===== src/verilog/kefrc_pkg.sv =====
// Shared constants and types for the key-event readout and configuration block
package kefrc_pkg;
    // Register pointer values on the two-wire bus
    localparam logic [7:0] REG_KEY_QUEUE = 8'h00;
    localparam logic [7:0] REG_CONFIG = 8'h01;

    // Configuration register layout
    localparam int CFG_SLEEP_BIT = 7;
    localparam int CFG_IRQ_MODE_BIT = 5;
    localparam int CFG_REL_EN_BIT = 3;
    localparam int CFG_WAKE_EN_BIT = 1;
    localparam int CFG_TO_DIS_BIT = 0;
    localparam logic [7:0] CFG_RESET = 8'h0a;
    localparam logic [7:0] CFG_WRITE_MASK = 8'hab;

    // Queue entry layout: repeat flag, release flag, key number
    localparam int ENT_REPEAT_BIT = 7;
    localparam int ENT_REL_BIT = 6;
    localparam int ENT_WIDTH = 8;
    localparam int KEY_W = 6;

    // Key field codes of the read byte
    localparam logic [5:0] KEY_FIELD_ONES = 6'h3f;
    localparam logic [5:0] KEY_REPEAT_CODE = 6'h3e;
    localparam logic [5:0] KEY_HIGH_FIRST = 6'h3e;
    localparam logic [7:0] CODE_EMPTY = 8'h3f;
    localparam logic [7:0] CODE_OVERFLOW = 8'h7f;

    // Timing
    localparam int CLK_FREQ_MHZ = 100;
    localparam int BUS_TIMEOUT_US = 20000;
    localparam int BUS_TIMEOUT_CYCLES = BUS_TIMEOUT_US * CLK_FREQ_MHZ;

    // Queue depth and bus address; the address value is arbitrary
    localparam int QUEUE_DEPTH = 16;
    localparam logic [6:0] DEV_ADDR = 7'h38;
    localparam logic [3:0] BITS_PER_BYTE = 4'h8;

    typedef enum logic [2:0] {
        BUS_IDLE,
        BUS_ADDR,
        BUS_ADDR_ACK,
        BUS_WRITE,
        BUS_WRITE_ACK,
        BUS_READ,
        BUS_READ_ACK
    } kefrc_bus_state_t;
endpackage : kefrc_pkg


===== src/verilog/kefrc_evbuf.sv =====
// Two-entry event buffer with valid and ready on both sides
`timescale 1ns/1ps
module kefrc_evbuf #(
    parameter int WIDTH = 8
) (
    input wire logic clk_i,
    input wire logic rst_i,
    input wire logic [WIDTH-1:0] in_data_i,
    input wire logic in_valid_i,
    output logic in_ready_o,
    output logic [WIDTH-1:0] out_data_o,
    output logic out_valid_o,
    input wire logic out_ready_i
);
    logic [WIDTH-1:0] slot_reg [2];
    logic rd_ptr_reg;
    logic wr_ptr_reg;
    logic [1:0] cnt_reg;
    logic [1:0] cnt_next;
    logic ready_reg;
    wire push = in_valid_i & ready_reg;
    wire pop = out_valid_o & out_ready_i;

    assign cnt_next = cnt_reg + {1'b0, push} - {1'b0, pop};
    assign in_ready_o = ready_reg;
    assign out_valid_o = cnt_reg != 2'h0;
    assign out_data_o = slot_reg[rd_ptr_reg];

    // Ready is registered so the scanner sees a flop, not a path through the queue
    always_ff @(posedge clk_i) begin
        if (rst_i) begin
            rd_ptr_reg <= 1'b0;
            wr_ptr_reg <= 1'b0;
            cnt_reg <= 2'h0;
            ready_reg <= 1'b0;
        end else begin
            cnt_reg <= cnt_next;
            ready_reg <= cnt_next != 2'h2;
            if (push) begin
                wr_ptr_reg <= ~wr_ptr_reg;
            end
            if (pop) begin
                rd_ptr_reg <= ~rd_ptr_reg;
            end
        end
    end

    always_ff @(posedge clk_i) begin
        if (push) begin
            slot_reg[wr_ptr_reg] <= in_data_i;
        end
    end
endmodule : kefrc_evbuf


===== src/verilog/kefrc_evq.sv =====
// Key-event queue with count and sticky overflow flag
`timescale 1ns/1ps
module kefrc_evq #(
    parameter int DEPTH = 16,
    parameter int WIDTH = 8,
    parameter int CW = $clog2(DEPTH + 1)
) (
    input wire logic clk_i,
    input wire logic rst_i,
    input wire logic push_i,
    input wire logic [WIDTH-1:0] push_data_i,
    input wire logic pop_i,
    input wire logic ovf_clr_i,
    output logic [WIDTH-1:0] head_o,
    output logic [CW-1:0] count_o,
    output logic empty_o,
    output logic ovf_o
);
    localparam int AW = $clog2(DEPTH);
    logic [WIDTH-1:0] mem_reg [DEPTH];
    logic [AW-1:0] rd_idx_reg;
    logic [AW-1:0] wr_idx_reg;
    logic [CW-1:0] count_reg;
    logic ovf_reg;
    wire full = count_reg == CW'(DEPTH);
    wire do_pop = pop_i & ~empty_o;
    wire do_push = push_i & ~full;

    assign empty_o = count_reg == '0;
    assign head_o = mem_reg[rd_idx_reg];
    assign count_o = count_reg;
    assign ovf_o = ovf_reg;

    function automatic logic [AW-1:0] kefrc_wrap(input logic [AW-1:0] idx);
        return (idx == AW'(DEPTH - 1)) ? '0 : idx + 1'b1;
    endfunction : kefrc_wrap

    always_ff @(posedge clk_i) begin
        if (rst_i) begin
            rd_idx_reg <= '0;
            wr_idx_reg <= '0;
            count_reg <= '0;
            ovf_reg <= 1'b0;
        end else begin
            count_reg <= count_reg + CW'(do_push) - CW'(do_pop);
            if (do_push) begin
                wr_idx_reg <= kefrc_wrap(wr_idx_reg);
            end
            if (do_pop) begin
                rd_idx_reg <= kefrc_wrap(rd_idx_reg);
            end
            // A lost event in the clearing cycle keeps the flag set
            if (push_i && full) begin
                ovf_reg <= 1'b1;
            end else if (ovf_clr_i) begin
                ovf_reg <= 1'b0;
            end
        end
    end

    always_ff @(posedge clk_i) begin
        if (do_push) begin
            mem_reg[wr_idx_reg] <= push_data_i;
        end
    end
endmodule : kefrc_evq


===== src/verilog/kefrc_top.sv =====
// Key-event queue read port and global configuration behind a two-wire slave
// Operation
// - Key number of a queue byte sits in bits 5 to 0.
// - Ordinary keys: bit 7 is 1 while more entries remain, else 0.
// - Bit 6 is 1 for a release event, 0 for a press.
// - Empty reads 0x3f; overflow reads 0x7f and host keeps reading.
// - Keys 62 and 63 always read with bit 7 set; host reads again.
// - Repeat entry reads key field 111110, bit 7 clear, bit 6 more-flag.
// - While PWM enable is high the sleep bit is frozen, scanning stays on.
// - Sleep bit: 0 shuts down, 1 operates; writes, autosleep, autowake change it.
// - Sleep bit reads back its current value at any time.
// - Interrupt mode 0 holds the key interrupt until the queue is empty.
// - Interrupt mode 1 releases the key interrupt on a host queue read.
`timescale 1ns/1ps
module kefrc_top #(
    parameter int QUEUE_DEPTH = kefrc_pkg::QUEUE_DEPTH,
    parameter int TIMEOUT_CYCLES = kefrc_pkg::BUS_TIMEOUT_CYCLES,
    parameter logic [6:0] DEV_ADDR = kefrc_pkg::DEV_ADDR
) (
    input wire logic SYS_CLK_I,
    input wire logic RESET_I,
    input wire logic SCL_I,
    input wire logic SDA_I,
    output logic SDA_O,
    output logic SDA_OE_N_O,
    input wire logic KEY_EVT_VALID_I,
    input wire logic [5:0] KEY_EVT_NUM_I,
    input wire logic KEY_EVT_RELEASE_I,
    input wire logic KEY_EVT_REPEAT_I,
    output logic KEY_EVT_READY_O,
    input wire logic AUTOSLEEP_I,
    input wire logic PWM_EN_I,
    output logic KEY_SCAN_EN_O,
    output logic KEY_EVENT_IRQ_N_O
);
    localparam int CW = $clog2(QUEUE_DEPTH + 1);
    localparam int TW = $clog2(TIMEOUT_CYCLES + 1);
    localparam int EW = kefrc_pkg::ENT_WIDTH;

    // Pin synchronisers; stage 0 feeds only stage 1
    logic [1:0] scl_sync_reg;
    logic [1:0] sda_sync_reg;
    logic scl_reg;
    logic sda_reg;
    wire scl_s = scl_sync_reg[1];
    wire sda_s = sda_sync_reg[1];
    wire scl_rise = scl_s & ~scl_reg;
    wire scl_fall = ~scl_s & scl_reg;
    wire start_cond = scl_s & scl_reg & ~sda_s & sda_reg;
    wire stop_cond = scl_s & scl_reg & sda_s & ~sda_reg;

    kefrc_pkg::kefrc_bus_state_t state_reg;
    kefrc_pkg::kefrc_bus_state_t state_next;
    logic [3:0] bit_cnt_reg;
    logic [3:0] bit_cnt_next;
    logic [7:0] shreg_reg;
    logic [7:0] shreg_next;
    logic [7:0] ptr_reg;
    logic [7:0] ptr_next;
    logic rw_reg;
    logic rw_next;
    logic first_reg;
    logic first_next;
    logic sda_low_reg;
    logic sda_low_next;
    logic sda_out_reg;
    logic sda_oe_n_reg;
    logic wr_stb;
    logic rd_load;
    logic [TW-1:0] to_cnt_reg;

    logic [7:0] cfg_reg;
    logic [7:0] cfg_next;
    logic scan_en_reg;
    logic irq_pend_reg;
    logic irq_n_reg;

    logic [EW-1:0] evt_word;
    logic buf_in_valid;
    logic [EW-1:0] buf_data;
    logic buf_valid;
    logic q_ready;
    logic q_push;
    logic [EW-1:0] q_head;
    logic [CW-1:0] q_count;
    logic q_empty;
    logic q_ovf;

    // Bus timeout runs only while a transfer holds the clock low
    wire timeout_en = ~cfg_reg[kefrc_pkg::CFG_TO_DIS_BIT];
    wire to_counting = timeout_en & (state_reg != kefrc_pkg::BUS_IDLE) & ~scl_s;
    wire timeout_hit = to_counting & (to_cnt_reg == TW'(TIMEOUT_CYCLES - 1));

    function automatic logic [7:0] kefrc_encode(input logic empty, input logic ovf,
                                                input logic more, input logic [7:0] ent);
        logic rel;
        rel = ent[kefrc_pkg::ENT_REL_BIT];
        if (ovf) begin
            return kefrc_pkg::CODE_OVERFLOW;
        end
        if (empty) begin
            return kefrc_pkg::CODE_EMPTY;
        end
        if (ent[kefrc_pkg::ENT_REPEAT_BIT]) begin
            return {1'b0, more, kefrc_pkg::KEY_REPEAT_CODE};
        end
        if (ent[5:0] >= kefrc_pkg::KEY_HIGH_FIRST) begin
            return {1'b1, rel, ent[5:0]};
        end
        return {more, rel, ent[5:0]};
    endfunction : kefrc_encode

    wire q_more = q_count > CW'(1);
    wire [7:0] queue_code = kefrc_encode(q_empty, q_ovf, q_more, q_head);
    wire ptr_is_queue = ptr_reg == kefrc_pkg::REG_KEY_QUEUE;
    wire ptr_is_cfg = ptr_reg == kefrc_pkg::REG_CONFIG;
    wire [7:0] rd_byte = ptr_is_queue ? queue_code : (ptr_is_cfg ? cfg_reg : 8'h00);
    wire queue_read = rd_load & ptr_is_queue;
    wire q_pop = queue_read & ~q_empty & ~q_ovf;
    wire q_ovf_clr = queue_read & q_ovf;
    wire cfg_wr = wr_stb & ptr_is_cfg;

    always_comb begin
        state_next = state_reg;
        bit_cnt_next = bit_cnt_reg;
        shreg_next = shreg_reg;
        ptr_next = ptr_reg;
        rw_next = rw_reg;
        first_next = first_reg;
        sda_low_next = sda_low_reg;
        wr_stb = 1'b0;
        rd_load = 1'b0;
        if (stop_cond || timeout_hit) begin
            state_next = kefrc_pkg::BUS_IDLE;
            sda_low_next = 1'b0;
        end else if (start_cond) begin
            state_next = kefrc_pkg::BUS_ADDR;
            bit_cnt_next = 4'h0;
            sda_low_next = 1'b0;
        end else begin
            case (state_reg)
                kefrc_pkg::BUS_ADDR, kefrc_pkg::BUS_WRITE: begin
                    if (scl_rise && bit_cnt_reg != kefrc_pkg::BITS_PER_BYTE) begin
                        shreg_next = {shreg_reg[6:0], sda_s};
                        bit_cnt_next = bit_cnt_reg + 4'h1;
                    end else if (scl_fall && bit_cnt_reg == kefrc_pkg::BITS_PER_BYTE) begin
                        if (state_reg == kefrc_pkg::BUS_WRITE) begin
                            if (first_reg) begin
                                ptr_next = shreg_reg;
                            end else begin
                                wr_stb = 1'b1;
                                ptr_next = ptr_reg + 8'h01;
                            end
                            first_next = 1'b0;
                            sda_low_next = 1'b1;
                            state_next = kefrc_pkg::BUS_WRITE_ACK;
                        end else if (shreg_reg[7:1] == DEV_ADDR) begin
                            rw_next = shreg_reg[0];
                            sda_low_next = 1'b1;
                            state_next = kefrc_pkg::BUS_ADDR_ACK;
                        end else begin
                            state_next = kefrc_pkg::BUS_IDLE;
                        end
                    end
                end
                kefrc_pkg::BUS_ADDR_ACK: begin
                    if (scl_fall) begin
                        bit_cnt_next = 4'h0;
                        first_next = 1'b1;
                        sda_low_next = 1'b0;
                        if (rw_reg) begin
                            rd_load = 1'b1;
                            state_next = kefrc_pkg::BUS_READ;
                        end else begin
                            state_next = kefrc_pkg::BUS_WRITE;
                        end
                    end
                end
                kefrc_pkg::BUS_WRITE_ACK: begin
                    if (scl_fall) begin
                        bit_cnt_next = 4'h0;
                        sda_low_next = 1'b0;
                        state_next = kefrc_pkg::BUS_WRITE;
                    end
                end
                kefrc_pkg::BUS_READ: begin
                    if (scl_rise) begin
                        bit_cnt_next = bit_cnt_reg + 4'h1;
                    end else if (scl_fall) begin
                        if (bit_cnt_reg == kefrc_pkg::BITS_PER_BYTE) begin
                            sda_low_next = 1'b0;
                            state_next = kefrc_pkg::BUS_READ_ACK;
                        end else begin
                            shreg_next = {shreg_reg[6:0], 1'b0};
                            sda_low_next = ~shreg_reg[6];
                        end
                    end
                end
                kefrc_pkg::BUS_READ_ACK: begin
                    if (scl_rise && sda_s) begin
                        state_next = kefrc_pkg::BUS_IDLE;
                    end else if (scl_fall) begin
                        rd_load = 1'b1;
                        bit_cnt_next = 4'h0;
                        state_next = kefrc_pkg::BUS_READ;
                    end
                end
                default: begin
                end
            endcase
        end
        // Queue reads keep the pointer so a burst drains the queue
        if (rd_load) begin
            shreg_next = rd_byte;
            sda_low_next = ~rd_byte[7];
            ptr_next = ptr_is_queue ? ptr_reg : ptr_reg + 8'h01;
        end
    end

    always_ff @(posedge SYS_CLK_I) begin
        if (RESET_I) begin
            scl_sync_reg <= 2'h3;
            sda_sync_reg <= 2'h3;
            scl_reg <= 1'b1;
            sda_reg <= 1'b1;
        end else begin
            scl_sync_reg <= {scl_sync_reg[0], SCL_I};
            sda_sync_reg <= {sda_sync_reg[0], SDA_I};
            scl_reg <= scl_s;
            sda_reg <= sda_s;
        end
    end

    always_ff @(posedge SYS_CLK_I) begin
        if (RESET_I) begin
            state_reg <= kefrc_pkg::BUS_IDLE;
            bit_cnt_reg <= 4'h0;
            shreg_reg <= 8'h00;
            ptr_reg <= kefrc_pkg::REG_KEY_QUEUE;
            rw_reg <= 1'b0;
            first_reg <= 1'b0;
            sda_low_reg <= 1'b0;
            sda_out_reg <= 1'b0;
            sda_oe_n_reg <= 1'b1;
        end else begin
            state_reg <= state_next;
            bit_cnt_reg <= bit_cnt_next;
            shreg_reg <= shreg_next;
            ptr_reg <= ptr_next;
            rw_reg <= rw_next;
            first_reg <= first_next;
            sda_low_reg <= sda_low_next;
            sda_out_reg <= 1'b0;
            sda_oe_n_reg <= ~sda_low_next;
        end
    end

    always_ff @(posedge SYS_CLK_I) begin
        if (RESET_I || !to_counting) begin
            to_cnt_reg <= '0;
        end else begin
            to_cnt_reg <= to_cnt_reg + TW'(1);
        end
    end

    // Configuration and sleep control
    wire [7:0] cfg_wr_val = shreg_reg & kefrc_pkg::CFG_WRITE_MASK;
    wire press_in = q_push & ~buf_data[kefrc_pkg::ENT_REL_BIT]
                    & ~buf_data[kefrc_pkg::ENT_REPEAT_BIT];
    wire wake = press_in & cfg_reg[kefrc_pkg::CFG_WAKE_EN_BIT]
                & ~cfg_reg[kefrc_pkg::CFG_SLEEP_BIT];
    // Host write outranks autowake, which outranks autosleep
    wire sleep_next = PWM_EN_I ? cfg_reg[kefrc_pkg::CFG_SLEEP_BIT] :
                      cfg_wr ? cfg_wr_val[kefrc_pkg::CFG_SLEEP_BIT] :
                      wake ? 1'b1 :
                      AUTOSLEEP_I ? 1'b0 : cfg_reg[kefrc_pkg::CFG_SLEEP_BIT];
    assign cfg_next = cfg_wr ? {sleep_next, cfg_wr_val[6:0]} : {sleep_next, cfg_reg[6:0]};

    // Event intake; releases are dropped here when reporting is off
    assign evt_word = {KEY_EVT_REPEAT_I, KEY_EVT_RELEASE_I, KEY_EVT_NUM_I};
    wire drop_rel = KEY_EVT_RELEASE_I & ~KEY_EVT_REPEAT_I
                    & ~cfg_reg[kefrc_pkg::CFG_REL_EN_BIT];
    assign buf_in_valid = KEY_EVT_VALID_I & ~drop_rel;
    // Queue stalls during a pop so the buffer really absorbs a burst
    assign q_ready = ~q_pop;
    assign q_push = buf_valid & q_ready;

    kefrc_evbuf #(
        .WIDTH(EW)
    ) u_evbuf (
        .clk_i(SYS_CLK_I),
        .rst_i(RESET_I),
        .in_data_i(evt_word),
        .in_valid_i(buf_in_valid),
        .in_ready_o(KEY_EVT_READY_O),
        .out_data_o(buf_data),
        .out_valid_o(buf_valid),
        .out_ready_i(q_ready)
    );

    kefrc_evq #(
        .DEPTH(QUEUE_DEPTH),
        .WIDTH(EW),
        .CW(CW)
    ) u_evq (
        .clk_i(SYS_CLK_I),
        .rst_i(RESET_I),
        .push_i(q_push),
        .push_data_i(buf_data),
        .pop_i(q_pop),
        .ovf_clr_i(q_ovf_clr),
        .head_o(q_head),
        .count_o(q_count),
        .empty_o(q_empty),
        .ovf_o(q_ovf)
    );

    wire irq_mode_rd = cfg_reg[kefrc_pkg::CFG_IRQ_MODE_BIT];
    wire irq_level = ~q_empty | q_ovf;

    always_ff @(posedge SYS_CLK_I) begin
        if (RESET_I) begin
            cfg_reg <= kefrc_pkg::CFG_RESET;
            scan_en_reg <= 1'b0;
            irq_pend_reg <= 1'b0;
            irq_n_reg <= 1'b1;
        end else begin
            cfg_reg <= cfg_next;
            scan_en_reg <= cfg_reg[kefrc_pkg::CFG_SLEEP_BIT] | PWM_EN_I;
            // New event wins over the read that clears
            irq_pend_reg <= q_push | (irq_pend_reg & ~queue_read);
            irq_n_reg <= ~(irq_mode_rd ? (irq_pend_reg & ~queue_read) : irq_level);
        end
    end

    assign SDA_O = sda_out_reg;
    // Separate flop so the pin enable has no inverter after the register
    assign SDA_OE_N_O = sda_oe_n_reg;
    assign KEY_SCAN_EN_O = scan_en_reg;
    assign KEY_EVENT_IRQ_N_O = irq_n_reg;
endmodule : kefrc_top


===== config.mk =====
export PLATFORM = sky130hd
export DESIGN_NAME = kefrc_top
export DESIGN_NICKNAME = d
export VERILOG_FILES = /design/src/verilog/kefrc_pkg.sv /design/src/verilog/kefrc_evbuf.sv /design/src/verilog/kefrc_evq.sv /design/src/verilog/kefrc_top.sv
export SDC_FILE = /design/constraint.sdc
export NUM_CORES = 1
export LEC_CHECK = 0
export BUFFER_PORTS_ARGS = -buffer_cell sky130_fd_sc_hd__buf_4
export CAP_MARGIN = 20
export CELL_PAD_IN_SITES_DETAIL_PLACEMENT = 1
export CELL_PAD_IN_SITES_GLOBAL_PLACEMENT = 1
export CORE_MARGIN = 8
export CORE_UTILIZATION = 48
export DETAILED_ROUTE_END_ITERATION = 7
export PLACE_DENSITY = 0.71
export SETUP_SLACK_MARGIN = 0.05
export SLEW_MARGIN = 5
export SYNTH_ARGS = -nofsm -noshare
export SYNTH_HDL_FRONTEND = slang
export SYNTH_SLANG_ARGS = --single-unit

===== constraint.sdc =====
create_clock -name SYS_CLK_I -period 5.2 [get_ports SYS_CLK_I]
set_clock_uncertainty 0.1 [all_clocks]
set_input_delay 1.04 -clock SYS_CLK_I [delete_from_list [all_inputs] [get_ports SYS_CLK_I]]
set_output_delay 1.04 -clock SYS_CLK_I [all_outputs]
set_load 0.02 [all_outputs]

==> results of run 1 <==
==> synthesized netlist by cell type (all sizes together), types with 3 or more instances <==
master,n
o21ai,29
mux2,10
o41ai,3
mux4,34
nand2,38
and4,4
nor4,8
a22oi,8
xnor2,8
nor3,19
or3,13
a211oi,4
a22o,3
nand3,29
buf,16
nor2,76
nand2b,6
nor3b,4
inv,29
ha,20
edfxtp,144
nand3b,4
a21oi,37
dfxtp,86
or2,8
a31oi,11
a21o,3
and2,5
nand4,8
xor2,16
o32ai,5
mux2i,14
clkbuf,23
or4,4
nor2b,13
and3,5
nand4b,3
==> power groups by stage <==
| stage | Combinational [mW] | Clock (mW) | Sequential [mW] |
|---|---|---|---|
| global placement | 0.753 | 0 | 2.29 |
| global route | 0.878 | 1.92 | 2.27 |
| floorplan | 0.525 | 0 | 2.26 |
| detailed placement | 0.788 | 0 | 2.30 |
| finish | 0.790 | 1.82 | 2.26 |
| CTS | 0.792 | 1.86 | 2.26 |
==> area by class of cell <==
class / instances / area, um^2
fillers: 2048 / 9530
flip-flops and latches: 230 / 6050
multi-input cells: 485 / 3670
clock buffers: 31 / 648
well taps: 275 / 344
clock inverters: 15 / 200
repair buffers: 26 / 198
inverters: 29 / 109
==> layer usage <==
metal	vias up	wire length [um]	track usage [%]	part of all wire [%]
met5	-	0	0	0
met4	0	460	4.55	1.9
met3	32	766	2.74	3.2
met2	111	11900	32.0	50
met1	3231	10700	24.6	45
li1	2980	-	-	-
==> critical path, delay by kind of cell (launching register included) <==
family                 cells  cell delay [ns]
AOI/OAI and AO/OA          2             0.69
buffers and inverters      1             0.22
DFF                        1             0.67
and+or+nand+nor            4             1.75
==> how the worst max path moves through the flow <==
stage / endpoint / cells after the start / slack [ns]
floorplan: u_evq.mem_reg[2][0]$_DFFE_PP_ / 8 / 2.27
global placement: u_evq.mem_reg[1][2]$_DFFE_PP_ / 7 / 1.43
detailed placement: u_evq.mem_reg[0][5]$_DFFE_PP_ / 7 / 1.16
CTS: u_evq.mem_reg[0][6]$_DFFE_PP_ / 7 / 1.14
global route: u_evq.count_o[4]$_SDFF_PP0_ / 13 / 0.98
finish: u_evq.mem_reg[5][5]$_DFFE_PP_ / 7 / 1.37
==> cells by family after synthesis <==
kind of cell | count (synthesis) | synth area share (%)
xor gates and xnor gates | 24 | 2.10
other | 1 | 0.0375
DFF | 230 | 60.4
and+or+nand+nor | 254 | 13.4
AOI/OAI and AO/OA | 127 | 8.28
adders and majority gates | 21 | 2.70
muxes | 58 | 10.2
buffers and inverters | 68 | 2.83
==> impl_results.md, run 1 <==
- Outcome: finished, final reports clean
- CTS clk-pin slew, worst paths: around 0.06 ns
- Crit Path Max Fanout: 15
- Total Power: between 4 and 5 mW
- Number of cells after detailed placement: between 1000 and 1500
- TritonCTS Sinks: 230
- Final WL: about 24000 um
- Gp weighted congestion: between 0.8 and 0.9
- Drt drc: 0
- Fin area: 11200 um^2
- Worst Hold Path Cells: 1
- Num rows: 53
- Top cells by area, synth: edfxtp_1, dfxtp_1, mux4_2
- Netlist cell types: 74
- Routed vias/inst: ~5.8
- Final layout net count: 833
- First-pass GRT wire length: approximately 38000 um
- Via Count: around 6400
- P per Cell Area: roughly 430 nW/um^2
- Setup TNS Final: 0 ns
- Reg2reg start: state_reg[1]$_SDFFE_PP0P_
- WHS: around 0.33 ns
- Slew @ Worst Pin: between 0.9 and 1 ns
- Skew-Pair Late Insertion Delay: 0.54 ns
- Post-synth EDFFs: between 100 and 150
- Mapped cell area: approximately 10000 um^2
- Layout Utilization: around 54%
- Vias in the first global route: 6753
- Reg power frac: approximately 46%
- Antenna diode count: 0
- Port bufs: 18
- Fmax: 261 MHz
- Tcrit/Tclk final: between 70 and 80%
- Core ar.: just over 20000 um^2
- ANT nets after route: 0
- CP max stage delay: ~0.72 ns
- Slew Limit Fails: 0
- Mean Syn Cell Area: between 10 and 15 um^2
- CP cell instances: nor2_1 > a211oi_1 > and4_1 > o21ai_2 > inv_2 > nand3_1 > nor2_1
- Most frequent cells in the layout: edfxtp_1, dfxtp_1, nor2_1, nand2_1, a21oi_1
- Share of cells above drive strength 1: 16.1%
- CTS tree: yes
- All-Layer GR Usage: about a fifth
- CTS H-tree depth: 1
- Initial core utilization: between 40% and 50%
- Net count after synthesis: between 800 and 900
- Static leakage power: between 3 and 4 nW
- Commonest non-fill, non-tap cell in the layout: edfxtp_1
- Dpl cell area: slightly above 10000 um^2
- Cells after synthesis: 783
- Area grow syn2layout: 12.2%
- Switching power: around 1.3 mW
- Slew headroom: between 30% and 40%
- Num ports: 20
- Flip-flop and latch count after synthesis: 230
- Startpoint types: flip-flop
- Worst Hold Class: flip-flop to flip-flop
- Slowest cell on crit path: nor2_1
- Final hold vios: 0
- VDD IR max: about 320 uV
- Clock group share of total power: 37.4%
- Crit path kind: flip-flop to flip-flop
- Syn. warnings: 0
- Final Instance Count excl. Fillers: around 1100
- First-pass DRT Iterations: 5
- Initial antenna violation count: 0
- Initial DRC Count: between 300 and 400
- HPWL after detailed placement: 16500 um
- RSZ-0062 raised after global routing: no
- Largest register FFs: 128
- R2R depth: 7
- Largest net degree at the start of global routing: between 50 and 60
- R2R setup slack: about 1.4 ns
- Die height: ~160 um
- Maximum clock path buffer count: 3
- Sw Share: 27.1%
- Final min period: around 3.8 ns
- Critical path data arrival time: about 3.9 ns
- Grt total ovfl: 0
- MaxCap Viol Count: 0
- Most frequent CP cell: nor2_1
- Wire per inst: between 20 and 25 um
- Hold Buf Count CTS: 0
- Capture point of the worst reg-to-reg path: u_evq.mem_reg[5][5]$_DFFE_PP_
- Prevailing post-synth register cell: edfxtp_1
- Crit end category: flip-flop
- Post-CTS Resized: 0
- Synth top area share: a little over two fifths
- Num CTS Buffers: 25
- Die W: between 150 and 200 um
- Req. time, crit path: ~5.2 ns
- Async SR Flop Fraction: 0%
- Worst slack, placed: approximately 1.2 ns
- Critical Path Start: state_reg[1]$_SDFFE_PP0P_
- WHS Endpoint: sda_sync_reg[1]$_SDFF_PP1_
- Total die area: approximately 26000 um^2
- Synth area leader: edfxtp_1
- Register area share after synthesis: 60.4%
- Combinational power share: 16.2%
- Setup violations, final: 0
- P_int: around 3.5 mW
- Clock root buffer: clkbuf_16
- Fin worst setup slack: around 1.4 ns
- Hold wc startpoint: sda_sync_reg[0]$_SDFF_PP1_
- Post-CTS setup buffers: 0
No activity file was read; power rests on OpenSTA's default activity.
==> run 2, diff against run 1 <==
Settings changed: CORE_UTILIZATION 48 to 47, PLACE_DENSITY 0.71 to 0.73.
Clock period 5.2 ns to 3.2 ns, I/O delays scaled along.
==> impl_results.md, run 2 (synthesized netlist as in run 1, its figures left out) <==
- Outcome: finished, final reports clean
- First-pass DRT Iterations: 5 (unchanged)
- Fmax: 324 MHz (+24%)
- HPWL after detailed placement: 16900 um (+2.3%)
- All-Layer GR Usage: 18.4% (-0.31 points)
- Critical Path Start: to_cnt_reg[11]$_SDFF_PP0_
- CTS clk-pin slew, worst paths: 0.06 ns (about the same)
- Commonest non-fill, non-tap cell in the layout: edfxtp_1
- Port bufs: 18 (unchanged)
- Skew-Pair Late Insertion Delay: 0.53 ns (about the same)
- Slew headroom: 46.3% (+6.6 points)
- Drt drc: 0 (unchanged)
- Total die area: 26200 um^2 (+1.9%)
- Num rows: 53 (unchanged)
- Num ports: 20 (unchanged)
- Critical path data arrival time: 3.45 ns (-0.43 ns)
- CP Buf/Inv Count: 1 (unchanged)
- Crit end category: flip-flop
- Static leakage power: 3.94 nW (+5.1%)
- Die W: 162 um (+0.95%)
- Vias in the first global route: 6993 (+3.6%)
- Final WL: 24000 um (+0.59%)
- Fin area: 11500 um^2 (+2.9%)
- Wire per inst: 21.2 um (-3.1%)
- Tcrit/Tclk final: 96.5% (+23 points)
- Req. time, crit path: 3.56 ns (-1.68 ns)
- ANT nets after route: 0 (unchanged)
- Largest net degree at the start of global routing: 52 (-1.9%)
- RSZ-0062 raised after global routing: yes
- Share of cells above drive strength 1: 21.4% (+5.4 points)
- CP cell instances: or4b_4 > nor4_4 > nand4_1 > nand3_4 > or2_4 > nand2_2 > ha_4 > inv_2 > fa_2 > nor2_1 > nor2_1 > nor2_1 > or3_4 > a21oi_2
- Final layout net count: 875 (+5.0%)
- Area grow syn2layout: 15.5%
- P per Cell Area: 668 nW/um^2 (+54%)
- Slowest cell on crit path: or4b_4
- Maximum clock path buffer count: 3 (unchanged)
- Initial DRC Count: 390 (+4.8%)
- WHS: 0.197 ns (-0.136 ns)
- Routed vias/inst: 5.76 (-1.1%)
- First-pass GRT wire length: 38600 um (+0.47%)
- Crit Path Max Fanout: 3 (-12)
- Startpoint types: flip-flop
- Gp weighted congestion: 0.868 (+5.7%)
- Slew Limit Fails: 0 (unchanged)
- CP max stage delay: 0.54 ns (-0.18 ns)
- VDD IR max: 535 uV (+67%)
- Grt total ovfl: 0 (unchanged)
- Largest register FFs: 128 (unchanged)
- Final hold vios: 0 (unchanged)
- Via Count: 6525 (+2.7%)
- Clock group share of total power: 34.6% (-2.8 points)
- CTS H-tree depth: 1 (unchanged)
- Final min period: 3.09 ns (-0.745 ns)
- Sw Share: 27.6% (+0.45 points)
- Worst Hold Class: primary input to flip-flop
- Reg power frac: 47.4% (+1.0 points)
- Switching power: 2.13 mW (+61%)
- Crit path kind: flip-flop to flip-flop
- Die height: 162 um (+0.95%)
- Combinational power share: 18.0% (+1.8 points)
- P_int: 5.59 mW (+57%)
- Slew @ Worst Pin: 0.805 ns (-0.0988 ns)
- Filler cells: 2166 (+5.8%)
- Initial antenna violation count: 0 (unchanged)
- Clock root buffer: clkbuf_16
- Hold wc startpoint: KEY_EVT_NUM_I[2]
- Core ar.: 21000 um^2 (+0.96%)
- Num CTS Buffers: 25 (unchanged)
- Dpl cell area: 10700 um^2 (+3.2%)
- Cell family with most CP delay: simple AND/OR/NAND/NOR gates
- TritonCTS Sinks: 230 (unchanged)
- Setup violations, final: 0 (unchanged)
- MaxCap Viol Count: 0 (unchanged)
- Most frequent cells in the layout: edfxtp_1, dfxtp_1, nor2_1, buf_4, nand2_1
- Reg2reg start: to_cnt_reg[11]$_SDFF_PP0_
- CTS tree: yes
- Antenna diode count: 0 (unchanged)
- Initial core utilization: 47.7% (-0.46 points)
- Most frequent CP cell: nor2_1
==> run 2: repair_timing <==
action,CTS,global route
buffers inserted,1,3
pin swaps,2,13
hold buffers,0,0
resized for setup,4,19
setup endpoints to repair,1,43
==> run 2: path summary, 6_finish.rpt <==
check	cells past startpoint	endpoint	slack [ns]
setup reg to reg	14	u_evq.count_o[4]$_SDFF_PP0_	0.11
setup / recovery	14	u_evq.count_o[4]$_SDFF_PP0_	0.11
hold / removal	1	u_evbuf.slot_reg[0][2]$_DFFE_PP_	0.20
hold reg to reg	1	sda_sync_reg[1]$_SDFF_PP1_	0.32
==> run 2: per-stage QoR <==
step | cells | setup slack, ns | setup TNS [ns] | util [%] | power [mW]
6_report | 1133 | 0.113 | 0 | 55.1 | 7.71
4_1_cts | 1130 | 0.0634 | 0 | 54.7 | 7.71
2_1_floorplan | 783 | 0.271 | 0 | - | 4.53
3_5_place_dp | 1083 | -0.104 | -0.104 | 50.9 | 5.03
3_3_place_gp | 1083 | 0.0326 | 0 | 50.9 | 4.94
5_1_grt | 1133 | -0.0941 | -0.159 | 55.1 | 8.05
==> run 2: area by class of cell <==
type	count	area (um^2)	area share [%]
inverters	29	109	0.942
well taps	275	344	2.98
multi-input cells	485	3760	32.6
clock buffers	31	648	5.61
repair buffers	68	523	4.53
flip-flops and latches	230	6050	52.4
clock inverters	15	113	0.975
==> run 2: metal layers <==
layer | up-vias | wire (um) | global-route usage (%)
met5 | - | 0 | 0
met4 | 0 | 346 | 4.04
met3 | 28 | 1060 | 2.43
met2 | 149 | 12200 | 32.1
met1 | 3288 | 10500 | 23.9
li1 | 3060 | - | -
==> run 2: power by group through the flow <==
| stage | Clock, mW | Combinational (mW) | Sequential, mW |
|---|---|---|---|
| after floorplan | 0 | 0.853 | 3.68 |
| after global placement | 0 | 1.24 | 3.70 |
| after detailed placement | 0 | 1.31 | 3.72 |
| after CTS | 2.72 | 1.33 | 3.66 |
| after global routing | 2.84 | 1.53 | 3.68 |
| final | 2.67 | 1.39 | 3.66 |
